--- src/pkg/rilpc_map.svh ---
// register offsets, field positions, reset values and timing counts of the reset/interrupt block
`ifndef RILPC_MAP_SVH
`define RILPC_MAP_SVH

// ----------------------------------------------------------------
// register word byte addresses
// ----------------------------------------------------------------
`define RILPC_ADDR_CAUSE 4'h0
`define RILPC_ADDR_CONFIG 4'h4
`define RILPC_ADDR_STATUS 4'h8
`define RILPC_ADDR_PEND 4'hc

// ----------------------------------------------------------------
// reset cause register bit positions
// ----------------------------------------------------------------
`define RILPC_CAUSE_POR 7
`define RILPC_CAUSE_WDOG 6
`define RILPC_CAUSE_ILLEGAL_OPCODE_FLAG 5
`define RILPC_CAUSE_ILLEGAL_ADDRESS_FLAG 4
`define RILPC_CAUSE_MEN 3
`define RILPC_CAUSE_LVR 1
`define RILPC_CAUSE_PORVAL 8'h80

// ----------------------------------------------------------------
// option register one bit positions and reset value
// ----------------------------------------------------------------
`define RILPC_CFG_SHORT_RECOVERY_SELECT 0
`define RILPC_CFG_STOPEN 1
`define RILPC_CFG_WDDIS 2
`define RILPC_CFG_LVPWRD 3
`define RILPC_CFG_LVRSTD 4
`define RILPC_CFG_OSCSTOP 5
`define RILPC_CFG_RESET 8'h00

// ----------------------------------------------------------------
// timing counts in oscillator source clock cycles
// ----------------------------------------------------------------
`define RILPC_LONG_CYC 4096
`define RILPC_SHORT_CYC 32
`define RILPC_VEC_CYC 64
`define RILPC_ERASED_BYTE 8'hff

`endif

--- src/pkg/rilpc_pkg.sv ---
// types of the reset, interrupt and low-power control block
`default_nettype none
package rilpc_pkg;

    // ----------------------------------------------------------------
    // sequencer states
    // ----------------------------------------------------------------
    typedef enum logic [2:0] {
        RILPC_ST_RESET,
        RILPC_ST_VEC,
        RILPC_ST_RUN,
        RILPC_ST_WAIT,
        RILPC_ST_STOP,
        RILPC_ST_RECOV
    } rilpc_state_t;

    // ----------------------------------------------------------------
    // cpu status carrier
    // ----------------------------------------------------------------
    typedef struct packed {
        logic insn_done;
        logic illegal_op;
        logic stop_op;
        logic wait_op;
        logic swi_op;
        logic rti_done;
        logic opcode_fetch;
        logic unmapped;
        logic vec_fetch;
        logic [7:0] vec_data;
        logic [15:0] pc;
        logic i_mask;
    } rilpc_cpu_t;

    // ----------------------------------------------------------------
    // interrupt answer carrier
    // ----------------------------------------------------------------
    typedef struct packed {
        logic take;
        logic is_swi;
        logic [3:0] vector;
        logic [15:0] ret_pc;
        logic clr_mask;
    } rilpc_irq_t;

    // ----------------------------------------------------------------
    // whole state of the block
    // ----------------------------------------------------------------
    typedef struct packed {
        rilpc_state_t st;
        logic [11:0] cnt;
        logic [12:0] tmr;
        logic [7:0] cause;
        logic [7:0] cfg;
        logic monitor;
        logic lv_hold;
        logic latched;
        logic [3:0] lat_vec;
        rilpc_irq_t irq;
        logic [31:0] rdata;
        logic rvalid;
        logic wd_tick;
        logic osc_run;
    } rilpc_state_all_t;

endpackage : rilpc_pkg
`default_nettype wire

--- src/logic/rilpc_top.sv ---
// reset sequencing, interrupt arbitration and low-power control
`default_nettype none
`include "rilpc_map.svh"

module rilpc_top #(
    parameter int NSRC = 16,
    parameter int LONG_CYC = `RILPC_LONG_CYC
) (
    // clock, enable and reset
    input wire logic core_clk,
    input wire logic clk_en,
    input wire logic rst,
    // avalon-mm slave
    input wire logic [3:0] avs_address,
    input wire logic avs_read,
    input wire logic avs_write,
    input wire logic [31:0] avs_writedata,
    input wire logic [3:0] avs_byteenable,
    output logic [31:0] avs_readdata,
    output logic avs_waitrequest,
    // reset sources
    input wire logic power_on_pulse,
    input wire logic low_voltage_in,
    input wire logic watchdog_timeout,
    // cpu side
    input wire rilpc_pkg::rilpc_cpu_t cpu,
    output rilpc_pkg::rilpc_irq_t irq,
    // interrupt sources, index 0 highest priority
    input wire logic [NSRC-1:0] irq_req,
    input wire logic [NSRC-1:0] irq_en,
    // clock and reset controls
    output logic internal_reset,
    output logic cpu_clk_en,
    output logic periph_clk_en,
    output logic osc_enable,
    output logic watchdog_enable,
    output logic watchdog_tick,
    output logic monitor_mode
);

    // ----------------------------------------------------------------
    // helpers
    // ----------------------------------------------------------------
    // lowest index of a set bit: highest priority
    function automatic logic [3:0] rilpc_prio(input logic [NSRC-1:0] v);
        logic [3:0] r;
        r = 4'h0;
        for (int i = NSRC - 1; i >= 0; i--) begin
            if (v[i]) begin
                r = 4'(i);
            end
        end
        return r;
    endfunction : rilpc_prio

    localparam logic [12:0] LONG_T = 13'(LONG_CYC);
    localparam logic [12:0] SHORT_T = 13'(`RILPC_SHORT_CYC);
    localparam logic [12:0] VEC_T = 13'(`RILPC_VEC_CYC);

    rilpc_pkg::rilpc_state_all_t s_q;
    rilpc_pkg::rilpc_state_all_t s_d;
    logic [NSRC-1:0] live;
    logic rst_cause;
    logic [7:0] set_bits;
    logic wr_ok;

    assign live = irq_req & irq_en;

    // ----------------------------------------------------------------
    // next state
    // ----------------------------------------------------------------
    always_comb begin
        s_d = s_q;
        s_d.irq.take = 1'b0;
        s_d.irq.clr_mask = 1'b0;
        s_d.rvalid = 1'b0;
        s_d.wd_tick = 1'b0;
        wr_ok = avs_write && !s_q.rvalid;
        set_bits = 8'h00;
        // internal reset sources; opcode and address checks only in the run and wait states
        if (s_q.st == rilpc_pkg::RILPC_ST_RUN || s_q.st == rilpc_pkg::RILPC_ST_WAIT) begin
            if (cpu.illegal_op) begin
                set_bits[`RILPC_CAUSE_ILLEGAL_OPCODE_FLAG] = 1'b1;
            end
            if (cpu.stop_op && !s_q.cfg[`RILPC_CFG_STOPEN]) begin
                set_bits[`RILPC_CAUSE_ILLEGAL_OPCODE_FLAG] = 1'b1;
            end
            if (cpu.opcode_fetch && cpu.unmapped) begin
                set_bits[`RILPC_CAUSE_ILLEGAL_ADDRESS_FLAG] = 1'b1;
            end
        end
        if (s_q.st == rilpc_pkg::RILPC_ST_VEC && cpu.vec_fetch
            && cpu.vec_data == `RILPC_ERASED_BYTE && !s_q.monitor) begin
            set_bits[`RILPC_CAUSE_MEN] = 1'b1;
        end
        if (watchdog_timeout && s_q.st != rilpc_pkg::RILPC_ST_RESET) begin
            set_bits[`RILPC_CAUSE_WDOG] = 1'b1;
        end
        if (low_voltage_in && !s_q.cfg[`RILPC_CFG_LVPWRD]
            && !s_q.cfg[`RILPC_CFG_LVRSTD]) begin
            set_bits[`RILPC_CAUSE_LVR] = 1'b1;
        end
        rst_cause = |set_bits;

        // register bus: reads of the cause register clear its flags, set wins
        if (avs_read && !s_q.rvalid) begin
            s_d.rvalid = 1'b1;
            case (avs_address)
                `RILPC_ADDR_CAUSE: begin
                    s_d.rdata = {24'h000000, s_q.cause};
                    s_d.cause = 8'h00;
                end
                `RILPC_ADDR_CONFIG: s_d.rdata = {24'h000000, s_q.cfg};
                `RILPC_ADDR_STATUS: s_d.rdata = {20'h00000, s_q.cnt};
                `RILPC_ADDR_PEND: s_d.rdata = 32'(live);
                default: s_d.rdata = 32'h00000000;
            endcase
        end
        if (wr_ok && avs_address == `RILPC_ADDR_CONFIG && avs_byteenable[0]) begin
            s_d.cfg = avs_writedata[7:0];
        end
        s_d.cause = s_d.cause | set_bits;

        // watchdog tick counter advances every enabled cycle, held at zero in stop
        {s_d.wd_tick, s_d.cnt} = {1'b0, s_q.cnt} + 13'h0001;

        case (s_q.st)
            rilpc_pkg::RILPC_ST_RESET: begin
                s_d.latched = 1'b0;
                if (low_voltage_in && set_bits[`RILPC_CAUSE_LVR]) begin
                    s_d.tmr = 13'h0000; // held until voltage recovers
                end else if (s_q.tmr + 13'h0001 >= LONG_T) begin
                    s_d.tmr = 13'h0000;
                    s_d.st = rilpc_pkg::RILPC_ST_VEC;
                end else begin
                    s_d.tmr = s_q.tmr + 13'h0001;
                end
            end
            rilpc_pkg::RILPC_ST_VEC: begin
                if (s_q.tmr + 13'h0001 >= VEC_T) begin
                    s_d.tmr = 13'h0000;
                    s_d.st = rilpc_pkg::RILPC_ST_RUN;
                end else begin
                    s_d.tmr = s_q.tmr + 13'h0001;
                end
            end
            rilpc_pkg::RILPC_ST_RUN: begin
                // latch once, keep until serviced or mask set again
                if (!s_q.latched && !cpu.i_mask && |live) begin
                    s_d.latched = 1'b1;
                    s_d.lat_vec = rilpc_prio(live);
                end else if (s_q.latched && cpu.i_mask && !cpu.insn_done) begin
                    s_d.latched = 1'b0;
                end
                if (cpu.swi_op && cpu.insn_done) begin
                    s_d.irq.take = 1'b1;
                    s_d.irq.is_swi = 1'b1;
                    s_d.irq.vector = 4'h0;
                    s_d.irq.ret_pc = cpu.pc;
                end else if ((cpu.insn_done || cpu.rti_done) && !cpu.i_mask
                             && (s_q.latched || |live)) begin
                    s_d.irq.take = 1'b1;
                    s_d.irq.is_swi = 1'b0;
                    s_d.irq.vector = s_q.latched ? s_q.lat_vec : rilpc_prio(live);
                    s_d.irq.ret_pc = cpu.pc - 16'h0001;
                    s_d.latched = 1'b0;
                end else if (cpu.wait_op) begin
                    s_d.irq.clr_mask = 1'b1;
                    s_d.st = rilpc_pkg::RILPC_ST_WAIT;
                end else if (cpu.stop_op && s_q.cfg[`RILPC_CFG_STOPEN]) begin
                    s_d.irq.clr_mask = 1'b1;
                    s_d.cnt = 12'h000;
                    s_d.st = rilpc_pkg::RILPC_ST_STOP;
                end
            end
            rilpc_pkg::RILPC_ST_WAIT: begin
                if (|live) begin
                    s_d.irq.take = 1'b1;
                    s_d.irq.is_swi = 1'b0;
                    s_d.irq.vector = rilpc_prio(live);
                    s_d.irq.ret_pc = cpu.pc - 16'h0001;
                    s_d.st = rilpc_pkg::RILPC_ST_RUN;
                end
            end
            rilpc_pkg::RILPC_ST_STOP: begin
                s_d.cnt = 12'h000;
                s_d.wd_tick = 1'b0;
                if (|live) begin
                    s_d.tmr = s_q.cfg[`RILPC_CFG_SHORT_RECOVERY_SELECT] ? SHORT_T : LONG_T;
                    s_d.lat_vec = rilpc_prio(live);
                    s_d.st = rilpc_pkg::RILPC_ST_RECOV;
                end
            end
            rilpc_pkg::RILPC_ST_RECOV: begin
                if (s_q.tmr <= 13'h0001) begin
                    s_d.tmr = 13'h0000;
                    s_d.irq.take = 1'b1;
                    s_d.irq.is_swi = 1'b0;
                    s_d.irq.vector = s_q.lat_vec;
                    s_d.irq.ret_pc = cpu.pc - 16'h0001;
                    s_d.st = rilpc_pkg::RILPC_ST_RUN;
                end else begin
                    s_d.tmr = s_q.tmr - 13'h0001;
                end
            end
            default: s_d.st = rilpc_pkg::RILPC_ST_RESET;
        endcase

        // any reset cause overrides everything, long recovery always
        if (rst_cause) begin
            s_d.st = rilpc_pkg::RILPC_ST_RESET;
            s_d.tmr = 13'h0000;
            s_d.cnt = 12'h000;
            s_d.latched = 1'b0;
            s_d.irq.take = 1'b0;
            s_d.monitor = s_q.monitor | set_bits[`RILPC_CAUSE_MEN];
        end
        if (s_q.st == rilpc_pkg::RILPC_ST_STOP && rst_cause) begin
            s_d.osc_run = 1'b1;
        end else if (s_d.st == rilpc_pkg::RILPC_ST_STOP) begin
            s_d.osc_run = s_q.cfg[`RILPC_CFG_OSCSTOP];
        end else begin
            s_d.osc_run = 1'b1;
        end
    end

    // ----------------------------------------------------------------
    // state register
    // ----------------------------------------------------------------
    always_ff @(posedge core_clk or posedge rst) begin
        if (rst) begin
            s_q <= '0;
            s_q.st <= rilpc_pkg::RILPC_ST_RESET;
            s_q.cause <= `RILPC_CAUSE_PORVAL;
            s_q.cfg <= `RILPC_CFG_RESET;
            s_q.osc_run <= 1'b1;
        end else if (power_on_pulse) begin
            s_q <= '0;
            s_q.st <= rilpc_pkg::RILPC_ST_RESET;
            s_q.cause <= `RILPC_CAUSE_PORVAL;
            s_q.cfg <= `RILPC_CFG_RESET;
            s_q.osc_run <= 1'b1;
        end else if (clk_en) begin
            s_q <= s_d;
        end
    end

    // ----------------------------------------------------------------
    // outputs
    // ----------------------------------------------------------------
    // reads wait one cycle; a frozen block holds every request off
    assign avs_waitrequest = (avs_read && !(s_q.rvalid && clk_en)) || (avs_write && !clk_en);
    assign avs_readdata = s_q.rdata;
    assign irq = s_q.irq;
    assign internal_reset = (s_q.st == rilpc_pkg::RILPC_ST_RESET)
                          || (s_q.st == rilpc_pkg::RILPC_ST_VEC);
    // cpu clock stops in every low-power state
    assign cpu_clk_en = (s_q.st == rilpc_pkg::RILPC_ST_RUN);
    assign periph_clk_en = (s_q.st == rilpc_pkg::RILPC_ST_RUN)
                         || (s_q.st == rilpc_pkg::RILPC_ST_WAIT);
    assign osc_enable = s_q.osc_run;
    assign watchdog_enable = !s_q.cfg[`RILPC_CFG_WDDIS];
    assign watchdog_tick = s_q.wd_tick;
    assign monitor_mode = s_q.monitor;

endmodule : rilpc_top
`default_nettype wire

--- config.mk ---
export PLATFORM = sky130hd
export DESIGN_NAME = rilpc_top
export DESIGN_NICKNAME = d
export VERILOG_FILES = /design/src/pkg/rilpc_pkg.sv /design/src/logic/rilpc_top.sv
export VERILOG_INCLUDE_DIRS = /design/src /design/src/pkg
export SDC_FILE = /design/constraint.sdc
export NUM_CORES = 1
export LEC_CHECK = 0
export ABC_AREA = 1
export BUFFER_PORTS_ARGS = -buffer_cell sky130_fd_sc_hd__buf_2
export CAP_MARGIN = 20
export CORE_UTILIZATION = 54
export CTS_CLUSTER_SIZE = 24
export DETAILED_ROUTE_END_ITERATION = 7
export PLACE_DENSITY = 0.82
export RECOVER_POWER = 50
export REMOVE_ABC_BUFFERS = 1
export SYNTH_ARGS = -nofsm -noshare
export SYNTH_HDL_FRONTEND = slang
export SYNTH_SLANG_ARGS = --single-unit
--- constraint.sdc ---
create_clock -name core_clk -period 2.7 [get_ports core_clk]
set_input_delay 0.135 -clock core_clk [delete_from_list [all_inputs] [get_ports core_clk]]
set_output_delay 0.135 -clock core_clk [all_outputs]
set_load 0.01 [all_outputs]
==> impl_results.md, run 1 <==
- Drt initial violations: slightly above 600
- PnR Total Power: 3.07 mW
- # IOs: 177
- Rows: 39
- CTS Buffer Depth: 2
- Most common cell after layout, fill and taps aside: nand2_1
- Worst IR Drop VDD: 236 uV
- TritonCTS clock tree: built
- Number of flops mapped to enable cells by yosys: 0
- Hold crit path type: primary input to flop
- PortBufs: approximately 130
- Pin count of the biggest net entering global routing: 42
- Post-DP Area: 6980 sq um
- Most frequent cells in the layout: 192 x nand2_1, 108 x inv_1, 90 x buf_2
- First-pass GRT wire length: 27,400 um
- Synth Register Bits: 90
- Antenna violations before repair: 0
- Layout area overhead: 11.7%
- Fillers: 1,100
- Register area: 2250 sq um
- Max Slew Vio Count: 41
- Worst path cell trace: nand3_1 > nor3_1 > nand2_1 > xor2_1 > nand2_1 > nor3_2 > nand3_2 > nand2_2 > inv_2 > o21bai_1 > nand2_1 > nand2_1
- Routed WL per cell: 14.9 um
- Hold WS: 0.0134 ns
- Root Driver: clkbuf_16
- Drc violations: 12
- Post-layout min period: approximately 2.5 ns
- Fraction of layout cells with a size suffix above 1: 0.171
- Mapped cell area: 6470 sq um
- Fin. Hold Viols: 0
- DR pass1 iterations: 8
- Type of origin of the critical path: flop
- GRT Total Usage: 0.277
- Leakage Power: 3.52 nW
- Fin Clk Skew: 0.00827 ns
- Nets: between 1,000 and 1,500
- Run status: finished with violations
- Asr flop ratio synth: 1.00
- Dpl ws: 0.165 ns
- Setup ws final: 0.217 ns
- Unique masters post-synth: 57
- Total grt overflow: 0
- CP Data Required Time: 2.99 ns
- Max-slew headroom: -0.265
- DRT antenna net count: 0
- Most used cell, CP: nand2_1
- Final wirelength: 16,800 um
- Number of global-route vias before repair: 5,595
- Die Wd: 111 um
- Synth warn: 0
- Crit-path slowest cell: dfrtp_1
- Crit Path Max Fanout: 8
- GPL Wtd Cong: 0.940
- CTS clk-pin slew, worst paths: 0.07 ns
- Initial Util: 0.560
- HPWL Detailed: 12,900 um
- Seq/Total Area, Yosys: 0.348
- Final instance area: around 7200 sq um
- Via density: 5.54
- Total clock sinks: 90
- Vias: 6,239
- CTS buffer count: 9
- Crit path kind: flop to flop
- Postcts setup bufs: 0
- Multi-input gate area: 3300 sq um
- Syn_area_per_cell: 7.36 sq um
- Ys flop type: dfrtp_1
- Core area: 11,600 sq um
- R2r setup slk: roughly 0.22 ns
- Pwr dens: 425 nW/um^2
- RSZ-0062 raised after global routing: false
- Syn Inst Count: 880
- Clock Latency Late Sink: 0.36 ns
- Sum of negative setup slack: 0 ns
- Worst EP arrival: 2.78 ns
- Failing checks: design-rule violations, max-capacitance violations, max-slew violations
- Worst slew pin tran: approximately 1.9 ns
- Worst Setup End Kind: flop
- F_max: 403 MHz
- H-tree depth: 3
- Tcrit/Tclk final: 0.920
- Max-cap viol count: 1
- Die Ht: 111 um
- Die Area: 12,400 sq um
- ANT cells: 0
- Final setup viols: 0
- Crit path largest cell delay: roughly 0.53 ns
## final timing paths
check	startpoint	endpoint	cells after the start
worst max-delay path	s_q[83]	s_q[90]	12
worst min-delay path	avs_writedata[3]	s_q[68]	3
worst max register to register	s_q[83]	s_q[90]	12
worst min register to register	irq[13]	irq[13]	1
max in group asynchronous	rst	s_q[81]	4
min in group asynchronous	rst	irq[5]	3
## area by class of cell
cell class                 instances  area share
inverter                         121      0.0640
clock inverter                     6     0.00675
clock buffer                      10      0.0330
multi-input combinational        607       0.456
tap                              143      0.0247
timing repair buffer             150       0.104
sequential                        90       0.312
## synthesized netlist by cell type (2+ instances only)
library cell / instances / area (sq um)
xnor2_1: 5 / 43.8
a22o_1: 8 / 70.1
buf_4: 57 / 428
a31oi_1: 3 / 18.8
nand3_1: 45 / 225
nor4_1: 4 / 25.0
a21oi_1: 25 / 125
nor2_1: 66 / 248
a221oi_1: 7 / 61.3
nor2_4: 4 / 45.0
o31ai_1: 5 / 37.5
o211ai_1: 2 / 15.0
nand4_1: 8 / 50.1
o32ai_1: 6 / 52.6
xor2_1: 32 / 280
nor3_2: 2 / 20.0
inv_1: 109 / 409
o21ai_1: 10 / 50.1
inv_2: 7 / 26.3
clkbuf_2: 2 / 10.0
nand2_1: 192 / 721
nand2_4: 3 / 33.8
o21ai_0: 57 / 285
o21bai_1: 2 / 15.0
dfrtp_1: 88 / 2200
o22ai_1: 44 / 275
nand3_2: 2 / 20.0
dfstp_2: 2 / 52.6
a21o_1: 2 / 15.0
ha_1: 5 / 62.6
buf_2: 5 / 25.0
nand2_2: 3 / 18.8
nor3_1: 20 / 100
nor2_2: 7 / 43.8
clkinv_1: 3 / 11.3
nor3_4: 2 / 32.5
clkbuf_1: 12 / 45.0
a22oi_1: 3 / 22.5
o2111ai_1: 2 / 17.5
o32ai_2: 2 / 32.5
## where the power goes
| part | switching (mW) | internal, mW |
|---|---|---|
| combinational | 0.295 | 0.153 |
| sequential | 0.0168 | 1.37 |
| clock | 0.582 | 0.659 |
| total | 0.894 | 2.18 |
## stage by stage
step / utilization / cells
after floorplan: - / 818
after detailed placement: 0.604 / 1109
after global routing: 0.625 / 1127
after global placement: 0.604 / 1109
final: 0.625 / 1127
after CTS: 0.629 / 1126
## state kept, by name, indices dropped and copies added, names as in the netlist
register and count:
osc_enable 1, s_q 48, avs_readdata 16, monitor_mode 1
watchdog_tick 1, irq 23
## layer usage
layer  vias up  wire [um]  track usage
li1       3059          -            -
met1      2892       7360        0.377
met2       258       7750        0.443
met3        30       1240       0.0441
met4         0        454        0.114
met5         -          0            0
## worst max-delay path: cells and delay by family, from the launching register on
family	cells	cell delay, ns
compound gates	1	0.12
xor+xnor	1	0.27
buf+inv	1	0.06
flops	1	0.53
simple gates	9	1.44
## repair_timing
action | in CTS | in global routing
endpoints found under the hold margin | 39 | 0
endpoints found under the setup margin | 0 | 5
resized for setup | 0 | 1
hold buffers | 1 | 0
## cells by family after synthesis
kind of cell	after synthesis	synth area share
AO/OA/AOI/OAI	184	0.179
XOR/XNOR	37	0.0501
adder cells (fa/ha/maj)	5	0.00967
buffers and inverters	198	0.152
flip-flops	90	0.348
other	1	0.000579
AND/OR/NAND/NOR	365	0.261
(Power assumes the default switching activity.)
==> run 2: changes to the inputs <==
--- a/config.mk
+++ b/config.mk
@@ -13,7 +13,6 @@
 export CTS_CLUSTER_SIZE = 24
 export DETAILED_ROUTE_END_ITERATION = 7
 export PLACE_DENSITY = 0.82
-export RECOVER_POWER = 50
 export REMOVE_ABC_BUFFERS = 1
 export SYNTH_ARGS = -nofsm -noshare
 export SYNTH_HDL_FRONTEND = slang
==> impl_results.md, run 2 (same netlist as run 1, synthesis figures left out) <==
- Run status: finished with violations (unchanged)
- Failing checks: design-rule violations (was design-rule violations, max-capacitance violations, max-slew violations)
- PnR Total Power: 3.07 mW (about the same)
- Leakage Power: 3.71 nW (was 3.52 nW)
- Layout area overhead: 12.6% (was 11.7%)
- Drc violations: 12 (unchanged)
- R2r setup slk: 0.19 ns (was 0.22 ns)
- Worst Setup End Kind: flop (unchanged)
- GRT Total Usage: 0.277 (unchanged)
- Total grt overflow: 0 (unchanged)
- Max reg flops: 48 (unchanged)
- Final instance area: 7290 sq um (was 7230 sq um)
- TritonCTS clock tree: built (unchanged)
- Final Non-Filler Cells: 1,127 (unchanged)
- Worst IR Drop VDD: 236 uV (about the same)
- Die Wd: 111 um (unchanged)
- Most flop-heavy register: s_q (unchanged)
- ANT cells: 0 (unchanged)
- Fillers: 1,074 (was 1,100)
- Worst Reg2Reg Path Length in Cells: 12 (unchanged)
- Max Slew Vio Count: 0 (was 41)
- Type of origin of the critical path: flop (unchanged)
- Die Ht: 111 um (unchanged)
- Initial Util: 0.560 (unchanged)
- Register area: 2250 sq um (unchanged)
- Post-DP Area: 6980 sq um (unchanged)
- Dpl cells: 1,109 (unchanged)
- Fraction of layout cells with a size suffix above 1: 0.215 (was 0.171)
- Tcrit/Tclk final: 0.930 (was 0.920)
- Max-slew headroom: 0.503 (was -0.265)
- Clock Latency Late Sink: 0.35 ns (was 0.36 ns)
- Most used cell, CP: nand2_1 (unchanged)
- First-pass GRT wire length: 27,400 um (unchanged)
- CP Data Required Time: 2.99 ns (about the same)
- Die Area: 12,400 sq um (unchanged)
- Worst slew pin tran: 0.744 ns (was 1.89 ns)
- Most common cell after layout, fill and taps aside: nand2_1 (unchanged)
- Crit path to: s_q[90] (unchanged)
- Pin count of the biggest net entering global routing: 42 (unchanged)
- Total clock sinks: 90 (unchanged)
- Crit Path Max Fanout: 8 (unchanged)
- Final wirelength: 16,800 um (unchanged)
- Routed WL per cell: 14.9 um (unchanged)
- Sum of negative setup slack: 0 ns (unchanged)
- Most frequent cells in the layout: 192 x nand2_1, 133 x buf_2, 108 x inv_1 (was 192 x nand2_1, 108 x inv_1, 90 x buf_2)
- Critical R2R Capture: s_q[90] (unchanged)
- Via density: 5.54 (unchanged)
- Hold crit path type: primary input to flop (unchanged)
- GPL Wtd Cong: 0.940 (unchanged)
- FF-to-FF Start: s_q[83] (unchanged)
- Fin Clk Skew: 0.00788 ns (was 0.00827 ns)
- Postcts setup bufs: 0 (unchanged)
- DRT antenna net count: 0 (unchanged)
- Post-layout min period: 2.51 ns (was 2.48 ns)
- Max-cap viol count: 0 (was 1)
- CTS clk-pin slew, worst paths: 0.07 ns (about the same)
- F_max: 398 MHz (was 403 MHz)
- Number of global-route vias before repair: 5,595 (unchanged)
- DR pass1 iterations: 8 (unchanged)
- CTS Buffer Depth: 2 (unchanged)
- Worst path cell trace: nand3_1 > nor3_1 > nand2_1 > xor2_1 > nand2_1 > nor3_2 > nand3_2 > nand2_2 > inv_2 > o21bai_1 > nand2_1 > nand2_1 (unchanged)
- Pwr dens: 421 nW/um^2 (was 425 nW/um^2)
- CTS buffer count: 9 (unchanged)
- Final setup viols: 0 (unchanged)
- Core area: 11,600 sq um (unchanged)
- PortBufs: 133 (unchanged)
- Drt initial violations: 582 (was 607)
- Vias: 6,239 (unchanged)
- Root Driver: clkbuf_16 (unchanged)
- CP startpoint: s_q[83] (unchanged)
- Multi-input gate area: 3300 sq um (unchanged)
- Rows: 39 (unchanged)
- HPWL Detailed: 12,900 um (unchanged)
- Crit-path slowest cell: dfrtp_1 (unchanged)
- RSZ-0062 raised after global routing: false (unchanged)
- Crit path kind: flop to flop (unchanged)
- Fin. Hold Viols: 0 (unchanged)
- Antenna violations before repair: 0 (unchanged)
- Nets: 1,098 (unchanged)
- # IOs: 177 (unchanged)
- H-tree depth: 3 (unchanged)
- Crit path largest cell delay: 0.53 ns (about the same)
- Worst EP arrival: 2.80 ns (was 2.78 ns)
[run 2: layer usage]
layer	track usage	part of all wire
met5	0	0
met4	0.114	0.027
met3	0.0441	0.067
met2	0.443	0.46
met1	0.377	0.44
[run 2: area by class of cell]
type,count,area share
clock inverter,6,0.00670
sequential,90,0.309
multi-input combinational,607,0.452
timing repair buffer,150,0.111
inverter,121,0.0635
tap,143,0.0245
clock buffer,10,0.0328
[run 2: where the power goes]
group	total, mW	internal, mW	leakage, nW	switching (mW)
registers	1.38	1.37	1.24	0.0167
logic	0.449	0.153	2.34	0.296
clock network	1.24	0.659	0.137	0.579
total	3.07	2.18	3.71	0.891
[run 2: what timing repair did]
item,in CTS,in global routing
endpoints found under the setup margin,0,5
hold endpoints to repair,39,0
gates resized for setup,0,1
hold buffers,1,0
[run 2: metrics by stage]
stage / util / hold WS, ns / worst slack [ns]
after floorplan: - / 0.265 / 0.233
after global placement: 0.604 / 0.279 / 0.219
after detailed placement: 0.604 / 0.286 / 0.165
after CTS: 0.629 / 0.00997 / 0.146
after global routing: 0.630 / 0.0293 / 0.0107
final: 0.630 / 0.0144 / 0.188
[run 2: worst max-delay path: cells and delay by family, from the launching register on]
family	cells	cell delay, ns
XOR/XNOR	1	0.28
flip-flops	1	0.53
buffers and inverters	1	0.06
AND/OR/NAND/NOR	9	1.46
AO/OA/AOI/OAI	1	0.12
[run 2: how the worst min path moves through the flow]
stage | from | to | slack (ns) | cells after the start
final | avs_writedata[3] | s_q[68] | 0.01 | 3
after global routing | avs_writedata[7] | s_q[72] | 0.03 | 3
after CTS | avs_writedata[3] | s_q[68] | 0.01 | 3
after detailed placement | rst | irq[3] | 0.29 | 2
after global placement | rst | irq[18] | 0.28 | 2
after floorplan | power_on_pulse | s_q[80] | 0.27 | 2
